### src/shared/cpureg_defines.svh
// Offsets, field positions, reset values and region bounds of the processor register set
`ifndef CPUREG_DEFINES_SVH
`define CPUREG_DEFINES_SVH
// General registers mapped into data memory
`define CPUREG_GPR_BASE 20'hFFEF8
`define CPUREG_GPR_LAST 20'hFFEFF
// Peripheral register window
`define CPUREG_SFR_BASE 20'hFFF00
`define CPUREG_SFR_LAST 20'hFFFFF
// Default bank for 16-bit data addresses
`define CPUREG_DATA_DEFAULT_HI 4'hF
// Reset vector byte addresses
`define CPUREG_RST_VEC_LO 20'h00000
`define CPUREG_RST_VEC_HI 20'h00001
// Reset values
`define CPUREG_STATUS_RESET 8'h06
`define CPUREG_DBANK_RESET 8'h0F
`define CPUREG_CBANK_RESET 8'h00
`define CPUREG_FETCH_HI_RESET 4'h0
// Status word bit positions
`define CPUREG_BIT_CARRY 0
`define CPUREG_BIT_SVC_LO 1
`define CPUREG_BIT_SVC_HI 2
`define CPUREG_BIT_HC 4
`define CPUREG_BIT_ZERO 6
`define CPUREG_BIT_IRQ 7
`endif

### src/shared/cpureg_pkg.sv
// Types shared by the processor register set
package cpureg_pkg;
    // Flag update request from the execution pipeline
    typedef struct packed {
        logic upd_zero;
        logic val_zero;
        logic upd_hc;
        logic val_hc;
        logic upd_cy;
        logic val_cy;
    } cpureg_flags_s;

    // Fetch pointer operations
    typedef enum logic [1:0] {
        CPUREG_PC_HOLD = 2'b00,
        CPUREG_PC_STEP = 2'b01,
        CPUREG_PC_JUMP = 2'b10,
        CPUREG_PC_JREG = 2'b11
    } cpureg_pcop_e;

    // Reset sequencer states
    typedef enum logic [1:0] {
        CPUREG_RS_VLO = 2'b00,
        CPUREG_RS_VHI = 2'b01,
        CPUREG_RS_RUN = 2'b10
    } cpureg_rst_e;

    // Stack operations
    typedef enum logic [1:0] {
        CPUREG_SP_NONE = 2'b00,
        CPUREG_SP_PUSH = 2'b01,
        CPUREG_SP_POP = 2'b10,
        CPUREG_SP_LOAD = 2'b11
    } cpureg_spop_e;
endpackage

### src/hdl/cpureg_addr_map.sv
// Data address extension and region decode
`timescale 1ns/1ns
`default_nettype none
`include "cpureg_defines.svh"
module cpureg_addr_map (
    // Instruction side
    input wire logic [15:0] offset,
    input wire logic use_bank,
    input wire logic [7:0] data_bank,
    // Decoded address
    output logic [19:0] full_addr,
    output logic hit_gpr,
    output logic hit_sfr,
    output logic [2:0] gpr_index
);
    import cpureg_pkg::*;
    wire logic [3:0] hi_bits;
    // Bank bits above the offset, else the top 64 KB
    assign hi_bits = use_bank ? data_bank[3:0] : `CPUREG_DATA_DEFAULT_HI; // [RULE19] [RULE21]
    assign full_addr = {hi_bits, offset}; // [RULE17]
    // Region decode of the final address
    assign hit_gpr = (full_addr >= `CPUREG_GPR_BASE) && (full_addr <= `CPUREG_GPR_LAST); // [RULE16]
    assign hit_sfr = (full_addr >= `CPUREG_SFR_BASE); // [RULE20]
    assign gpr_index = full_addr[2:0];
endmodule
`default_nettype wire

### src/hdl/cpureg_core.sv
// Processor register set: fetch pointer, status word, stack pointer, general and bank registers
// Operation
// [RULE1] 20-bit fetch pointer steps by instruction length
// [RULE2] Branch loads pointer from immediate or register
// [RULE3] Reset loads vector bytes, upper bits zero
// [RULE4] Status word 8 bits, resets to 06H
// [RULE5] Status pushed on acknowledge, restored on return
// [RULE6] Accept flag low refuses every maskable interrupt
// [RULE7] Accept flag cleared by disable/acknowledge, set by enable
// [RULE8] Zero flag set on zero or equal
// [RULE9] Half-carry set on bit 3 carry/borrow
// [RULE10] Lower priority than service level refused
// [RULE11] Carry holds overflow, shift-out, bit accumulator
// [RULE12] Stack pointer predecrements on write, postincrements read
// [RULE13] Software initialises stack pointer before use
// [RULE14] Stack lives only in internal RAM
// [RULE15] No fetch or stack in general registers
// [RULE16] Eight byte registers, pairable, memory mapped
// [RULE17] Bank registers extend data and branch addresses
// [RULE18] Data bank resets 0FH, code bank 00H
// [RULE19] Default data window is the top 64 KB
// [RULE20] Peripheral window decoded at FFF00H upward
// [RULE21] Data bank low nibble above 16-bit offset
`timescale 1ns/1ns
`default_nettype none
`include "cpureg_defines.svh"
module cpureg_core (
    // Clock and reset
    input wire logic clk,
    input wire logic rst,
    // Reset vector fetch
    output logic vec_req,
    output logic [19:0] vec_addr,
    input wire logic vec_valid,
    input wire logic [7:0] vec_data,
    output logic core_ready,
    // Fetch pointer control
    input wire cpureg_pkg::cpureg_pcop_e pc_op,
    input wire logic [2:0] instr_len,
    input wire logic [19:0] branch_target,
    input wire logic [15:0] branch_reg,
    output logic [19:0] next_fetch_pointer,
    // Status word control
    input wire cpureg_pkg::cpureg_flags_s flag_upd,
    input wire logic status_load,
    input wire logic [7:0] status_wdata,
    input wire logic block_irq_instr,
    input wire logic allow_irq_instr,
    input wire logic irq_ack,
    output logic [7:0] status_word,
    output logic [7:0] status_push_data,
    output logic status_push,
    // Interrupt gating
    input wire logic irq_pending,
    input wire logic [1:0] irq_level,
    output logic irq_take,
    // Stack pointer
    input wire cpureg_pkg::cpureg_spop_e sp_op,
    input wire logic [15:0] sp_wdata,
    output logic [15:0] stack_top_ptr,
    output logic [19:0] stack_addr,
    // Data access
    input wire logic [15:0] data_offset,
    input wire logic data_use_bank,
    input wire logic data_we,
    input wire logic [7:0] data_wdata,
    output logic [19:0] data_addr,
    output logic data_hit_sfr,
    output logic [7:0] gpr_rdata,
    // Register pair port
    input wire logic [1:0] pair_sel,
    input wire logic pair_we,
    input wire logic [15:0] pair_wdata,
    output logic [15:0] pair_rdata,
    // Bank registers
    input wire logic dbank_we,
    input wire logic cbank_we,
    input wire logic [7:0] bank_wdata,
    output logic [7:0] data_bank_reg,
    output logic [7:0] code_bank_reg
);
    import cpureg_pkg::*;

    // ==========================================================
    // Reset sequencer
    // ==========================================================
    cpureg_rst_e rs_r, rs_nxt;
    logic [19:0] pc_r, pc_nxt;
    wire logic [19:0] pc_vec_lo;
    wire logic [19:0] pc_vec_hi;
    // Vector bytes: low at even address, high at odd; top nibble zero
    assign pc_vec_lo = {`CPUREG_FETCH_HI_RESET, pc_r[15:8], vec_data}; // [RULE3]
    assign pc_vec_hi = {`CPUREG_FETCH_HI_RESET, vec_data, pc_r[7:0]}; // [RULE3]
    assign vec_req = (rs_r != CPUREG_RS_RUN);
    assign vec_addr = (rs_r == CPUREG_RS_VLO) ? `CPUREG_RST_VEC_LO : `CPUREG_RST_VEC_HI;
    assign core_ready = (rs_r == CPUREG_RS_RUN);

    // Sequencer next state waits on memory
    always_comb begin
        rs_nxt = rs_r;
        unique case (rs_r)
            CPUREG_RS_VLO: begin
                if (vec_valid) begin
                    rs_nxt = CPUREG_RS_VHI;
                end
            end
            CPUREG_RS_VHI: begin
                if (vec_valid) begin
                    rs_nxt = CPUREG_RS_RUN;
                end
            end
            CPUREG_RS_RUN: begin
                rs_nxt = CPUREG_RS_RUN;
            end
            default: begin
                rs_nxt = CPUREG_RS_VLO;
            end
        endcase
    end

    // Reset re-arms the vector fetch from the low byte
    always_ff @(posedge clk) begin
        if (rst) begin
            rs_r <= CPUREG_RS_VLO;
        end else begin
            rs_r <= rs_nxt;
        end
    end

    // ==========================================================
    // Fetch pointer
    // ==========================================================
    wire logic [19:0] pc_step;
    wire logic [19:0] pc_jreg;
    // Carry out of bit 19 is dropped, so the pointer wraps
    assign pc_step = pc_r + {17'h00000, instr_len}; // [RULE1]
    // Register-direct branches take the code bank as upper bits
    assign pc_jreg = {code_bank_reg[3:0], branch_reg}; // [RULE17]

    // Pipeline ops are ignored until the vector is in
    always_comb begin
        pc_nxt = pc_r;
        if (rs_r == CPUREG_RS_VLO && vec_valid) begin
            pc_nxt = pc_vec_lo;
        end else if (rs_r == CPUREG_RS_VHI && vec_valid) begin
            pc_nxt = pc_vec_hi;
        end else if (rs_r == CPUREG_RS_RUN) begin
            unique case (pc_op)
                CPUREG_PC_HOLD: pc_nxt = pc_r;
                CPUREG_PC_STEP: pc_nxt = pc_step; // [RULE1]
                CPUREG_PC_JUMP: pc_nxt = branch_target; // [RULE2]
                CPUREG_PC_JREG: pc_nxt = pc_jreg; // [RULE2]
            endcase
        end
    end

    always_ff @(posedge clk) begin
        if (rst) begin
            pc_r <= 20'h00000; // [RULE3]
        end else begin
            pc_r <= pc_nxt;
        end
    end
    assign next_fetch_pointer = pc_r;

    // ==========================================================
    // Status word and interrupt gating
    // ==========================================================
    logic [7:0] psw_r, psw_nxt;
    wire logic [1:0] svc_level;
    // Service level is held in bits 2:1 of the status word
    assign svc_level = {psw_r[`CPUREG_BIT_SVC_HI], psw_r[`CPUREG_BIT_SVC_LO]};
    // Smaller level number is higher priority; the level must not exceed service level
    assign irq_take = core_ready && irq_pending && psw_r[`CPUREG_BIT_IRQ] && (irq_level <= svc_level); // [RULE6] [RULE10]
    // Current word goes to the stack as the acknowledge happens
    assign status_push = irq_ack; // [RULE5]
    assign status_push_data = psw_r;

    // Restore has priority over single-flag updates, ack over enable
    always_comb begin
        psw_nxt = psw_r;
        if (status_load) begin
            psw_nxt = status_wdata; // [RULE5]
        end else begin
            if (flag_upd.upd_zero) begin
                psw_nxt[`CPUREG_BIT_ZERO] = flag_upd.val_zero; // [RULE8]
            end
            if (flag_upd.upd_hc) begin
                psw_nxt[`CPUREG_BIT_HC] = flag_upd.val_hc; // [RULE9]
            end
            if (flag_upd.upd_cy) begin
                psw_nxt[`CPUREG_BIT_CARRY] = flag_upd.val_cy; // [RULE11]
            end
            if (block_irq_instr || irq_ack) begin
                psw_nxt[`CPUREG_BIT_IRQ] = 1'b0; // [RULE7]
            end else if (allow_irq_instr) begin
                psw_nxt[`CPUREG_BIT_IRQ] = 1'b1; // [RULE7]
            end
        end
    end

    always_ff @(posedge clk) begin
        if (rst) begin
            psw_r <= `CPUREG_STATUS_RESET; // [RULE4]
        end else begin
            psw_r <= psw_nxt;
        end
    end
    assign status_word = psw_r;

    // ==========================================================
    // Stack pointer
    // ==========================================================
    logic [15:0] sp_r, sp_nxt;
    wire logic [15:0] sp_dec;
    assign sp_dec = sp_r - 16'h0001;
    // Push writes at the decremented slot; pop reads the current top
    assign stack_addr = {`CPUREG_DATA_DEFAULT_HI, (sp_op == CPUREG_SP_PUSH) ? sp_dec : sp_r}; // [RULE12]

    // Not gated by core_ready; the pipeline only issues stack ops while running
    always_comb begin
        unique case (sp_op)
            CPUREG_SP_NONE: sp_nxt = sp_r;
            CPUREG_SP_PUSH: sp_nxt = sp_dec; // [RULE12]
            CPUREG_SP_POP: sp_nxt = sp_r + 16'h0001; // [RULE12]
            CPUREG_SP_LOAD: sp_nxt = sp_wdata; // [RULE13]
        endcase
    end

    // Reset clears it to 0000H; software must load it first
    always_ff @(posedge clk) begin
        if (rst) begin
            sp_r <= 16'h0000;
        end else begin
            sp_r <= sp_nxt;
        end
    end
    assign stack_top_ptr = sp_r;

    // ==========================================================
    // Bank registers
    // ==========================================================
    // All eight bits kept for readback; only the low nibble extends addresses
    logic [7:0] dbank_r, cbank_r;
    always_ff @(posedge clk) begin
        if (rst) begin
            dbank_r <= `CPUREG_DBANK_RESET; // [RULE18]
            cbank_r <= `CPUREG_CBANK_RESET; // [RULE18]
        end else begin
            if (dbank_we) begin
                dbank_r <= bank_wdata;
            end
            if (cbank_we) begin
                cbank_r <= bank_wdata;
            end
        end
    end
    assign data_bank_reg = dbank_r;
    assign code_bank_reg = cbank_r;

    // ==========================================================
    // Address extension and general registers
    // ==========================================================
    // Decode kept in its own module so the address path stays purely combinational
    wire logic hit_gpr;
    wire logic [2:0] gpr_index;
    cpureg_addr_map u_map (
        .offset(data_offset),
        .use_bank(data_use_bank),
        .data_bank(dbank_r),
        .full_addr(data_addr),
        .hit_gpr(hit_gpr),
        .hit_sfr(data_hit_sfr),
        .gpr_index(gpr_index)
    );

    // Eight byte registers; pair n is bytes 2n (low) and 2n+1 (high)
    logic [7:0] gpr_r [0:7];
    genvar gi;
    generate
        for (gi = 0; gi < 8; gi = gi + 1) begin : g_gpr
            wire logic byte_we;
            wire logic pair_hit;
            assign byte_we = data_we && hit_gpr && (gpr_index == 3'(gi)); // [RULE16]
            assign pair_hit = pair_we && (pair_sel == 2'(gi / 2)); // [RULE16]
            always_ff @(posedge clk) begin
                if (rst) begin
                    gpr_r[gi] <= 8'h00;
                end else if (pair_hit) begin
                    gpr_r[gi] <= pair_wdata[(gi % 2) * 8 +: 8];
                end else if (byte_we) begin
                    gpr_r[gi] <= data_wdata;
                end
            end
        end
    endgenerate

    // Reads outside the general block return zero
    assign gpr_rdata = hit_gpr ? gpr_r[gpr_index] : 8'h00;
    // Pair reads ignore the data address, so both read ports work in one cycle
    assign pair_rdata = {gpr_r[{pair_sel, 1'b1}], gpr_r[{pair_sel, 1'b0}]}; // [RULE16]
endmodule
`default_nettype wire

### config.mk
export PLATFORM = sky130hd
export DESIGN_NAME = cpureg_core
export DESIGN_NICKNAME = d
export VERILOG_FILES = /design/src/shared/cpureg_pkg.sv /design/src/hdl/cpureg_addr_map.sv /design/src/hdl/cpureg_core.sv
export VERILOG_INCLUDE_DIRS = /design/src /design/src/shared
export SDC_FILE = /design/constraint.sdc
export NUM_CORES = 1
export LEC_CHECK = 0
export ABC_AREA = 1
export BUFFER_PORTS_ARGS = -buffer_cell sky130_fd_sc_hd__buf_2
export CAP_MARGIN = 10
export CORE_MARGIN = 2
export CORE_UTILIZATION = 43
export CTS_CLUSTER_SIZE = 16
export DETAILED_ROUTE_END_ITERATION = 10
export PLACE_DENSITY_LB_ADDON = 0.15
export SYNTH_ARGS = -nofsm -noshare
export SYNTH_HDL_FRONTEND = slang
export SYNTH_SLANG_ARGS = --single-unit
### constraint.sdc
create_clock -name clk -period 2.07 [get_ports clk]
set_input_delay 0.1035 -clock clk [delete_from_list [all_inputs] [get_ports clk]]
set_output_delay 0.1035 -clock clk [all_outputs]
set_load 0.05 [all_outputs]
== Word-level counts from Yosys, hierarchy flattened ==
Memories as Yosys holds them, arrays and structs flattened.
Cells that the tools add are included.
Word-level totals
  register bits after elaboration: 62
  output and inout port bits: 157
  memories kept: 1
  bits in writable memories: 64
  logic and storage cells: 180
  input port bits: 146
Cells by class
  reductions and logical operators: 36
  add/sub/neg operators: 3
  order comparisons: 4
  eq/ne operators: 24
  multiplexer cells: 82
  bitwise gates (word level): 18
Memory list
  gpr_r: depth 8, bits a word 8, read ports 3, clocked after memory_dff 0, write ports 8, RTL line cpureg_core.sv:278  | logic [7:0] gpr_r [0:7];
Operator list (count)
  8-bit 2-to-1 mux: 18
  20-bit one-hot mux with 3 select lines: 1
  1-bit 2-to-1 mux: 54
  16-bit 2-to-1 mux: 3
  16-bit one-hot mux with 3 select lines: 1
  20-bit greater-or-equal comparator (second input constant): 2
  20-bit by 3-bit adder with 20-bit output: 1
  20-bit <= comparator (second input constant): 1
  1-bit logical AND: 19
  16-bit by 1-bit adder with 16-bit output (second input constant): 1
  1-bit bitwise OR: 16
  16-bit by 1-bit subtractor with 16-bit output (second input constant): 1
  2-bit equality test (second input constant): 7
  3-bit equality test (second input constant): 4
  2-bit inequality test (second input constant): 6
  2-bit nonzero test: 5
  2-bit by 1-bit equality test with 1-bit output (second input constant): 4
  2-bit logical NOT: 4
  3-bit by 2-bit equality test with 1-bit output (second input constant): 2
  2-bit 2-to-1 mux: 3
  2-bit one-hot mux with 3 select lines: 1
  3-bit AND reduction: 2
  4-bit 2-to-1 mux: 1
  2-bit AND reduction: 2
  7 further kinds: 8

== Logic depth before layout (Yosys ltp) ==
Gate-level depths: netlist of run 1.
  word-level depth: 10
  mapped depth: 13
  gate-level depth less buffers: 13

== By module ==
From an unflattened synthesis of run 1, not the netlist that was laid out.
Unflattened totals
  cell total of the unflattened synthesis: 1146
  area, all modules: 8318.0 sq um
By module, submodules not included
  cpureg_core: seq. area each 3163.0 sq um, area an instance 8060.2 sq um, cells each 1099, times used 1
  cpureg_addr_map: seq. area each 0.0 sq um, area an instance 257.7 sq um, cells each 47, times used 1

== Least setup slack after synthesis of run 1 ==
Ideal clock, no wire load.
  path type: register to output
  from: reg dbank_r[3] (netlist: data_bank_reg[3])
  to: out data_hit_sfr
  cell stages (with the launch flop): 6
  setup slack: -1.074 ns
  buffers on the path: 0
  arrival time: 3.041 ns
  data required time: 1.966 ns
  cell sequence: dfxtp_1 -> inv_1 -> nand2_1 -> nand2_1 -> nor3_2 -> nor4b_1
On the way
  cells in the longest elaborated chain, start to end: 2
RTL lines
  from (decl): RTL line cpureg_core.sv:244  | logic [7:0] dbank_r, cbank_r;
  from (signal assigned): RTL line cpureg_core.sv:247  | dbank_r <= `CPUREG_DBANK_RESET;
  from (signal assigned): RTL line cpureg_core.sv:251  | dbank_r <= bank_wdata;
  4-bit 2-to-1 mux (no line)
  via data_addr[19]: RTL line cpureg_core.sv:67  | output logic [19:0] data_addr,
  20-bit greater-or-equal comparator (no line)
  to (decl): RTL line cpureg_core.sv:68  | output logic data_hit_sfr,
The timed path passes the listed nets, and every way through them passes these cells.

== Final worst setup path of run 1 ==
  from: reg sp_r[1] (netlist: stack_top_ptr[1])
  to: out stack_addr[8]
On the way
  cells in the longest elaborated chain, start to end: 2
RTL lines
  from (decl): RTL line cpureg_core.sv:214  | logic [15:0] sp_r, sp_nxt;
  from (signal assigned): RTL line cpureg_core.sv:235  | sp_r <= sp_nxt;
  16-bit by 1-bit subtractor with 16-bit output: RTL line cpureg_core.sv:216  | assign sp_dec = sp_r - 16'h0001;
  16-bit 2-to-1 mux: RTL line cpureg_core.sv:218  | assign stack_addr = {`CPUREG_DATA_DEFAULT_HI, (sp_op == CPUREG_SP_PUSH) ? sp_dec : sp_r};
  to (decl): RTL line cpureg_core.sv:61  | output logic [19:0] stack_addr,
Every way passes these cells.

==> results.sh, run 1 <==
export IMPL_fin_crit_sh_pct=95.8
export IMPL_drtIter0Drc=1016
export IMPL_drt_pass1_iter_count=6
export IMPL_overflow=0
export IMPL_endpoint="stack_addr[8]"
export IMPL_rr_startpoint="data_bank_reg[3]"
export IMPL_slowest_stage="dfxtp_2"
export IMPL_synth_edf_count=64
export IMPL_r2r_cells=8
export IMPL_fp_dieH_um=145
export IMPL_die_w_um=145
export IMPL_regMostFlops="gpr_r"
export IMPL_fin_setup_tns_ps=0
export IMPL_crit_type="reg -> out"
export IMPL_vias=9768
export IMPL_dp_cells=1723
export IMPL_placed_cell_area_um2=10200
export IMPL_place_port_buffers=279
export IMPL_setup_violations=0
export IMPL_antenna_found_initial=0
export IMPL_cp_top_family="flip-flops"
export IMPL_ys_warn_count=0
export IMPL_fin_cells=1789
export IMPL_cts_buffer_depth=2
export IMPL_avgSynthCellArea_um2=7.03
export IMPL_antenna_left=0
export IMPL_setup_ws_ps=87.5
export IMPL_post_synth_num_cell_types=49
export IMPL_grt_first_pass_wirelength_um=47200
export IMPL_synth_async_reset_ratio_pct=0
export IMPL_diodes=0
export IMPL_critical_path_required_ps=1970
export IMPL_grt_usage_pct=28.3
export IMPL_maxSlewHeadroom_pct=60.2
export IMPL_cts_made_buffers=17
export IMPL_cp_common_cell="nand2_1"
export IMPL_skew_ps=10.5
export IMPL_die_area_um2=21000
export IMPL_hold_viol=0
export IMPL_synth_seq_cells=126
export IMPL_r2r_slack_ps=150
export IMPL_largest_reg_flops=64
export IMPL_drc=0
export IMPL_path_cells="inv_2 -> ha_4 -> nand2_1 -> nor2_1 -> xor2_1 -> nand2_1 -> o21ai_2 -> buf_6"
export IMPL_worstMarginPinSlew_ps=596
export IMPL_crit_fanout=6
export IMPL_clock_insertion_delay_worst_skew_ps=420
export IMPL_grt_pass1_vias=8929
export IMPL_hold_class="in -> reg"
export IMPL_cts_sinks=126
export IMPL_cp_end_kind="primary output"
export IMPL_synth_area_um2=8540
export IMPL_fillers=1859
export IMPL_fp_coreArea_um2=19500
export IMPL_synth_area_leaders="edfxtp_1 22%, dfxtp_1 15%, nand2_1 13%, inv_1 6.3%, nor2_1 5.6%"
export IMPL_fin_area_um2=11300
export IMPL_syn_inst=1215
export IMPL_rsz0062_at_grt="yes"
export IMPL_vias_per_cell=5.46
export IMPL_pre_cts_ws_ps=209
export IMPL_place_hpwl_um=23300
export IMPL_arrival_ps=1880
export IMPL_synthFlopType="edfxtp_1"
export IMPL_synth_area_leader_cell="edfxtp_1"
export IMPL_area_growth_pct=32.2
export IMPL_cap_violations=0
export IMPL_clk_pin_slew_ps=60
export IMPL_fmax_mhz=504
export IMPL_cts_root_buf="clkbuf_16"
export IMPL_place_gp_congestion=0.962
export IMPL_grt_start_max_net_pins=37
export IMPL_finalCriticalPeriod_ps=1980
export IMPL_max_stage_delay_ps=350
export IMPL_cellPowerDensity_nw_per_um2=831
export IMPL_cp_num_cells=8
export IMPL_r2r_end="gpr_r[5][2]"
export IMPL_vdd_drop_max_uv=569
export IMPL_seq_area_frac_synth_pct=37.0
export IMPL_layout_drive_gt1_share_pct=27.9
export IMPL_start_kind="flop"
export IMPL_final_nets=1669
export IMPL_cts_tree="yes"
export IMPL_rows=51
export IMPL_outcome="complete, no violations"
export IMPL_critPathBufInv=2
export IMPL_startpoint="stack_top_ptr[1]"
export IMPL_wire_per_inst_um=17.1
export IMPL_wirelength_um=30700
export IMPL_htreeDepth=4
export IMPL_final_max_slew_viol_count=0
export IMPL_initial_utilization_pct=43.9
export IMPL_io_pins=303
export IMPL_synth_top_area_share_pct=22.5
export IMPL_leakage_nw=5.31
export IMPL_hold_ws_ps=10.8
==> what timing repair did <==
action / in CTS / in global routing
gates resized for setup: 19 / 40
setup endpoints to repair: 19 / 52
hold buffers: 33 / 0
pin swaps: 0 / 1
endpoints found under the hold margin: 35 / 0
setup buffers: 0 / 1
==> cell usage in the layout (no fill, tap or decap), drive strengths merged, types with 2 or more instances in the layout <==
| cell type | Yosys | routed |
|---|---|---|
| a31oi | 3 | 3 |
| a21oi | 56 | 56 |
| o2111ai | 3 | 3 |
| clkinv | 3 | 10 |
| clkbuf | 22 | 30 |
| nor3 | 9 | 9 |
| o21a | 3 | 3 |
| nand3b | 4 | 4 |
| edfxtp | 64 | 64 |
| o22ai | 71 | 71 |
| dfxtp | 62 | 62 |
| clkinvlp | 0 | 2 |
| a41oi | 3 | 3 |
| inv | 146 | 148 |
| nand4 | 18 | 18 |
| nand2 | 304 | 304 |
| a211oi | 10 | 10 |
| or2 | 5 | 5 |
| xor2 | 9 | 9 |
| ha | 11 | 11 |
| dlygate4sd3 | 0 | 33 |
| nor2 | 138 | 138 |
| a221oi | 4 | 4 |
| o221ai | 10 | 10 |
| nand3 | 48 | 48 |
| a22oi | 30 | 30 |
| o21ai | 94 | 94 |
| conb | 2 | 23 |
| o211ai | 6 | 6 |
| buf | 68 | 304 |
==> cells by family after synthesis <==
kind of cell    synth area share, %
simple gates                   25.8
compound gates                 21.2
xor+xnor                      0.923
fa+ha+maj                      1.85
flops                          37.0
buf+inv                        12.9
mux                           0.117
other cells                  0.0879
==> stage by stage <==
| stage | util [%] | total power [mW] |
|---|---|---|
| after global routing | 58.0 | 9.79 |
| after floorplan | - | 5.48 |
| after global placement | 52.5 | 6.36 |
| after detailed placement | 52.5 | 6.38 |
| after CTS | 57.4 | 9.32 |
| final | 58.0 | 9.38 |
==> synth_stat cells (all sizes together) (9+ instances only) <==
master and n:
edfxtp 64, a21oi 56, clkbuf 22, o22ai 71
nor3 9, nor2 138, buf 68, a22oi 30
inv 146, dfxtp 62, xor2 9, nand4 18
o221ai 10, o21ai 94, nand2 304, ha 11
nand3 48, a211oi 10
==> layer usage <==
metal  vias to the layer above  part of all wire (%)  GRT usage (%)
li1                       4651                     -              -
met1                      4414                    41           37.8
met2                       618                    45           44.2
met3                        85                    11           6.07
met4                         0                   3.5           12.3
met5                         -                     0              0
==> tightest hold or removal path, delay by kind of cell <==
family	cells	cell delay, ps
buf+inv	1	90
compound gates	2	190
==> layout make-up <==
type                            count  area, um^2  share of cell area, %
Multi-Input combinational cell    871        4620                   40.9
Clock buffer                       21         483                   4.28
Inverter                          149         559                   4.95
Timing Repair Buffer              346        2040                   18.1
Clock inverter                     11        82.6                  0.731
Tap cell                          265         332                   2.94
Sequential cell                   126        3180                   28.1
==> power breakdown <==
part	internal (mW)	switching [mW]	total, mW
Sequential	2.88	0.281	3.16
Combinational	0.945	2.41	3.35
Clock	1.68	1.18	2.87
Total	5.51	3.87	9.38
==> worst min-delay path by stage <==
stage                         start                    end  slack [ps]  depth (start not counted)
global placement    status_wdata[1]    status_push_data[1]         320                          3
finish                  vec_data[3]  next_fetch_pointer[3]          10                          3
detailed placement  status_wdata[1]    status_push_data[1]         320                          3
CTS                   pair_wdata[6]            gpr_r[6][6]         0.6                          3
global route               dbank_we       data_bank_reg[0]          30                          2
floorplan               status_load    status_push_data[2]         220                          1
Note: power is estimated with default switching activity, not from simulation.
==> run 2, diff against run 1 <==
--- a/config.mk
+++ b/config.mk
@@ -14,6 +14,8 @@
 export CTS_CLUSTER_SIZE = 16
 export DETAILED_ROUTE_END_ITERATION = 10
 export PLACE_DENSITY_LB_ADDON = 0.15
+export REMOVE_ABC_BUFFERS = 1
 export SYNTH_ARGS = -nofsm -noshare
 export SYNTH_HDL_FRONTEND = slang
+export SYNTH_HIERARCHICAL = 1
 export SYNTH_SLANG_ARGS = --single-unit
==> results.sh, run 2 <==
export IMPL_outcome="complete, no violations"
export IMPL_place_hpwl_um=22000
export IMPL_cts_made_buffers=17
export IMPL_synthXorXnorAreaFrac_pct=0.842
export IMPL_synth_async_reset_ratio_pct=0
export IMPL_synth_edf_count=64
export IMPL_ys_warn_count=6
export IMPL_crit_type="reg -> out"
export IMPL_fp_coreArea_um2=18800
export IMPL_antenna_left=0
export IMPL_grt_pass1_vias=8534
export IMPL_synthAdderAreaFrac_pct=1.90
export IMPL_regMostFlops="gpr_r"
export IMPL_crit_fanout=4
export IMPL_avgSynthCellArea_um2=7.26
export IMPL_arrival_ps=1910
export IMPL_cap_violations=0
export IMPL_synth_area_leader_cell="edfxtp_1"
export IMPL_seq_area_frac_synth_pct=38.0
export IMPL_place_gp_congestion=0.935
export IMPL_antenna_found_initial=3
export IMPL_drtIter0Drc=828
export IMPL_synthFlopType="edfxtp_1"
export IMPL_grt_usage_pct=28.5
export IMPL_layout_common_cells="262 x buf_2, 239 x nand2_1, 138 x inv_1"
export IMPL_vdd_drop_max_uv=647
export IMPL_finalCriticalPeriod_ps=2010
export IMPL_initial_utilization_pct=44.2
export IMPL_cts_buffer_depth=2
export IMPL_synth_compound_area_share_pct=22.0
export IMPL_fin_crit_sh_pct=97.1
export IMPL_cp_common_cell="buf_4"
export IMPL_area_growth_pct=35.2
export IMPL_maxSlewHeadroom_pct=31.3
export IMPL_use_met2_pct=46.8
export IMPL_grt_start_max_net_pins=38
export IMPL_hold_class="in -> reg"
export IMPL_synth_area_leaders="edfxtp_1 23%, dfxtp_1 15%, nand2_1 11%, inv_1 6.5%, o22ai_1 5.9%"
export IMPL_final_nets=1630
export IMPL_clk_pin_slew_ps=60
export IMPL_place_port_buffers=279
export IMPL_final_max_slew_viol_count=0
export IMPL_vias=9418
export IMPL_synth_area_um2=8320
export IMPL_overflow=0
export IMPL_syn_inst=1146
export IMPL_cp_top_family="buffers and inverters"
export IMPL_grt_util_met3_pct=7.38
export IMPL_hold_viol=0
export IMPL_post_synth_num_cell_types=46
export IMPL_htreeDepth=4
export IMPL_synth_top_area_share_pct=23.1
export IMPL_slowest_stage="dfxtp_4"
export IMPL_io_pins=303
export IMPL_fin_cells=1749
export IMPL_fillers=1781
export IMPL_grt_first_pass_wirelength_um=45300
export IMPL_worstMarginPinSlew_ps=1030
export IMPL_path_cells="inv_4 -> buf_4 -> nand3_4 -> buf_4 -> inv_1 -> nand2_1 -> o21ai_1 -> nand3_1 -> o21a_1 -> buf_4"
export IMPL_layout_drive_gt1_share_pct=30.4
export IMPL_total_power_mw=9.33
export IMPL_cts_tree="yes"
export IMPL_critical_path_required_ps=1970
export IMPL_max_stage_delay_ps=350
export IMPL_leakage_nw=5.32
export IMPL_cts_sinks=126
export IMPL_start_kind="flop"
export IMPL_wirelength_um=29900
export IMPL_dp_cells=1671
export IMPL_final_common_cell="buf_2"
export IMPL_synth_seq_cells=126
export IMPL_cp_end_kind="primary output"
export IMPL_drc=0
export IMPL_die_w_um=143
export IMPL_cellPowerDensity_nw_per_um2=830
export IMPL_clock_insertion_delay_worst_skew_ps=420
export IMPL_drt_pass1_iter_count=5
export IMPL_synthTopCellsByCount="249 x nand2_1, 145 x inv_1, 107 x nor2_1"
export IMPL_vias_per_cell=5.38
export IMPL_skew_ps=13.6
export IMPL_wire_per_inst_um=17.1
export IMPL_rsz0062_at_grt="yes"
export IMPL_largest_reg_flops=64
export IMPL_die_area_um2=20500
export IMPL_fmax_mhz=498
export IMPL_rows=50
export IMPL_yosys_cell_count_top_type="nand2_1"
export IMPL_grt_util_met1_pct=37.8
export IMPL_setup_violations=0
export IMPL_fp_dieH_um=143
export IMPL_synth_top_family_by_area="simple AND/OR/NAND/NOR gates"
export IMPL_synth_mux_area_share_pct=0
export IMPL_critPathBufInv=5
export IMPL_cts_root_buf="clkbuf_16"
export IMPL_grt_busiest_layer="met2"
export IMPL_synth_simple_gate_area_share_pct=23.8
-- run 2: cell families (layout without fill, tap and decap cells) --
logic type	count (synthesis)	after routing
buf+inv	238	556
flops	126	126
other cells	2	27
xor+xnor	8	8
compound gates	291	291
simple gates	469	469
fa+ha+maj	12	12
-- run 2: tightest hold or removal path: stages --
cell	delay (ps)
buf_2	170
nand2_1	70
nand3_1	70
-- run 2: final cells by class --
type                    count  area, um^2  area share [%]
diodes                      4        10.0          0.0890
clock buffers              19         444            3.95
clock inverters            13         106           0.946
inverters                 150         571            5.07
multi-input cells         803        4340            38.6
flip-flops and latches    126        3180            28.3
well taps                 260         325            2.89
repair buffers            374        2270            20.2
-- run 2: per-stage QoR --
stage	setup slack (ps)	cell area, um^2	TNS [ps]	util (%)	hold WS [ps]
after floorplan	-693	7850	-50090	-	173
after global placement	55.0	9970	0	52.9	320
after detailed placement	-52.6	9970	-658	52.9	325
after CTS	-20.2	11000	-43.9	58.5	1.79
after global routing	-33.7	11200	-136	59.7	6.45
final	60.2	11200	0	59.7	13.9
-- run 2: path summary, 6_finish.rpt --
path	startpoint	end	slack, ps	depth (start not counted)
max	stack_top_ptr[1]	stack_addr[13]	60	10
min	dbank_we	data_bank_reg[0]	10	3
min reg2reg	data_bank_reg[1]	data_bank_reg[1]	490	2
max reg2reg	data_bank_reg[2]	gpr_r[7][6]	140	10
-- run 2: metal layers --
layer  wire length (um)  share of wire (%)
met3               2840                9.5
met5                  0                  0
met2              14200                 48
met1              12400                 41
met4                442                1.5
-- run 2: where the power goes --
part	internal (mW)	total, mW	switching, mW	leakage, nW
combinational	0.959	3.35	2.39	3.90
clock	1.60	2.85	1.25	0.274
sequential	2.88	3.13	0.244	1.14
-- run 2: what timing repair did --
item / 4_1_cts / 5_1_grt
setup buffers: 4 / 4
setup endpoints to repair: 33 / 43
pin swaps: 7 / 16
hold buffers: 34 / 0
endpoints found under the hold margin: 34 / 0
gates resized for setup: 46 / 69
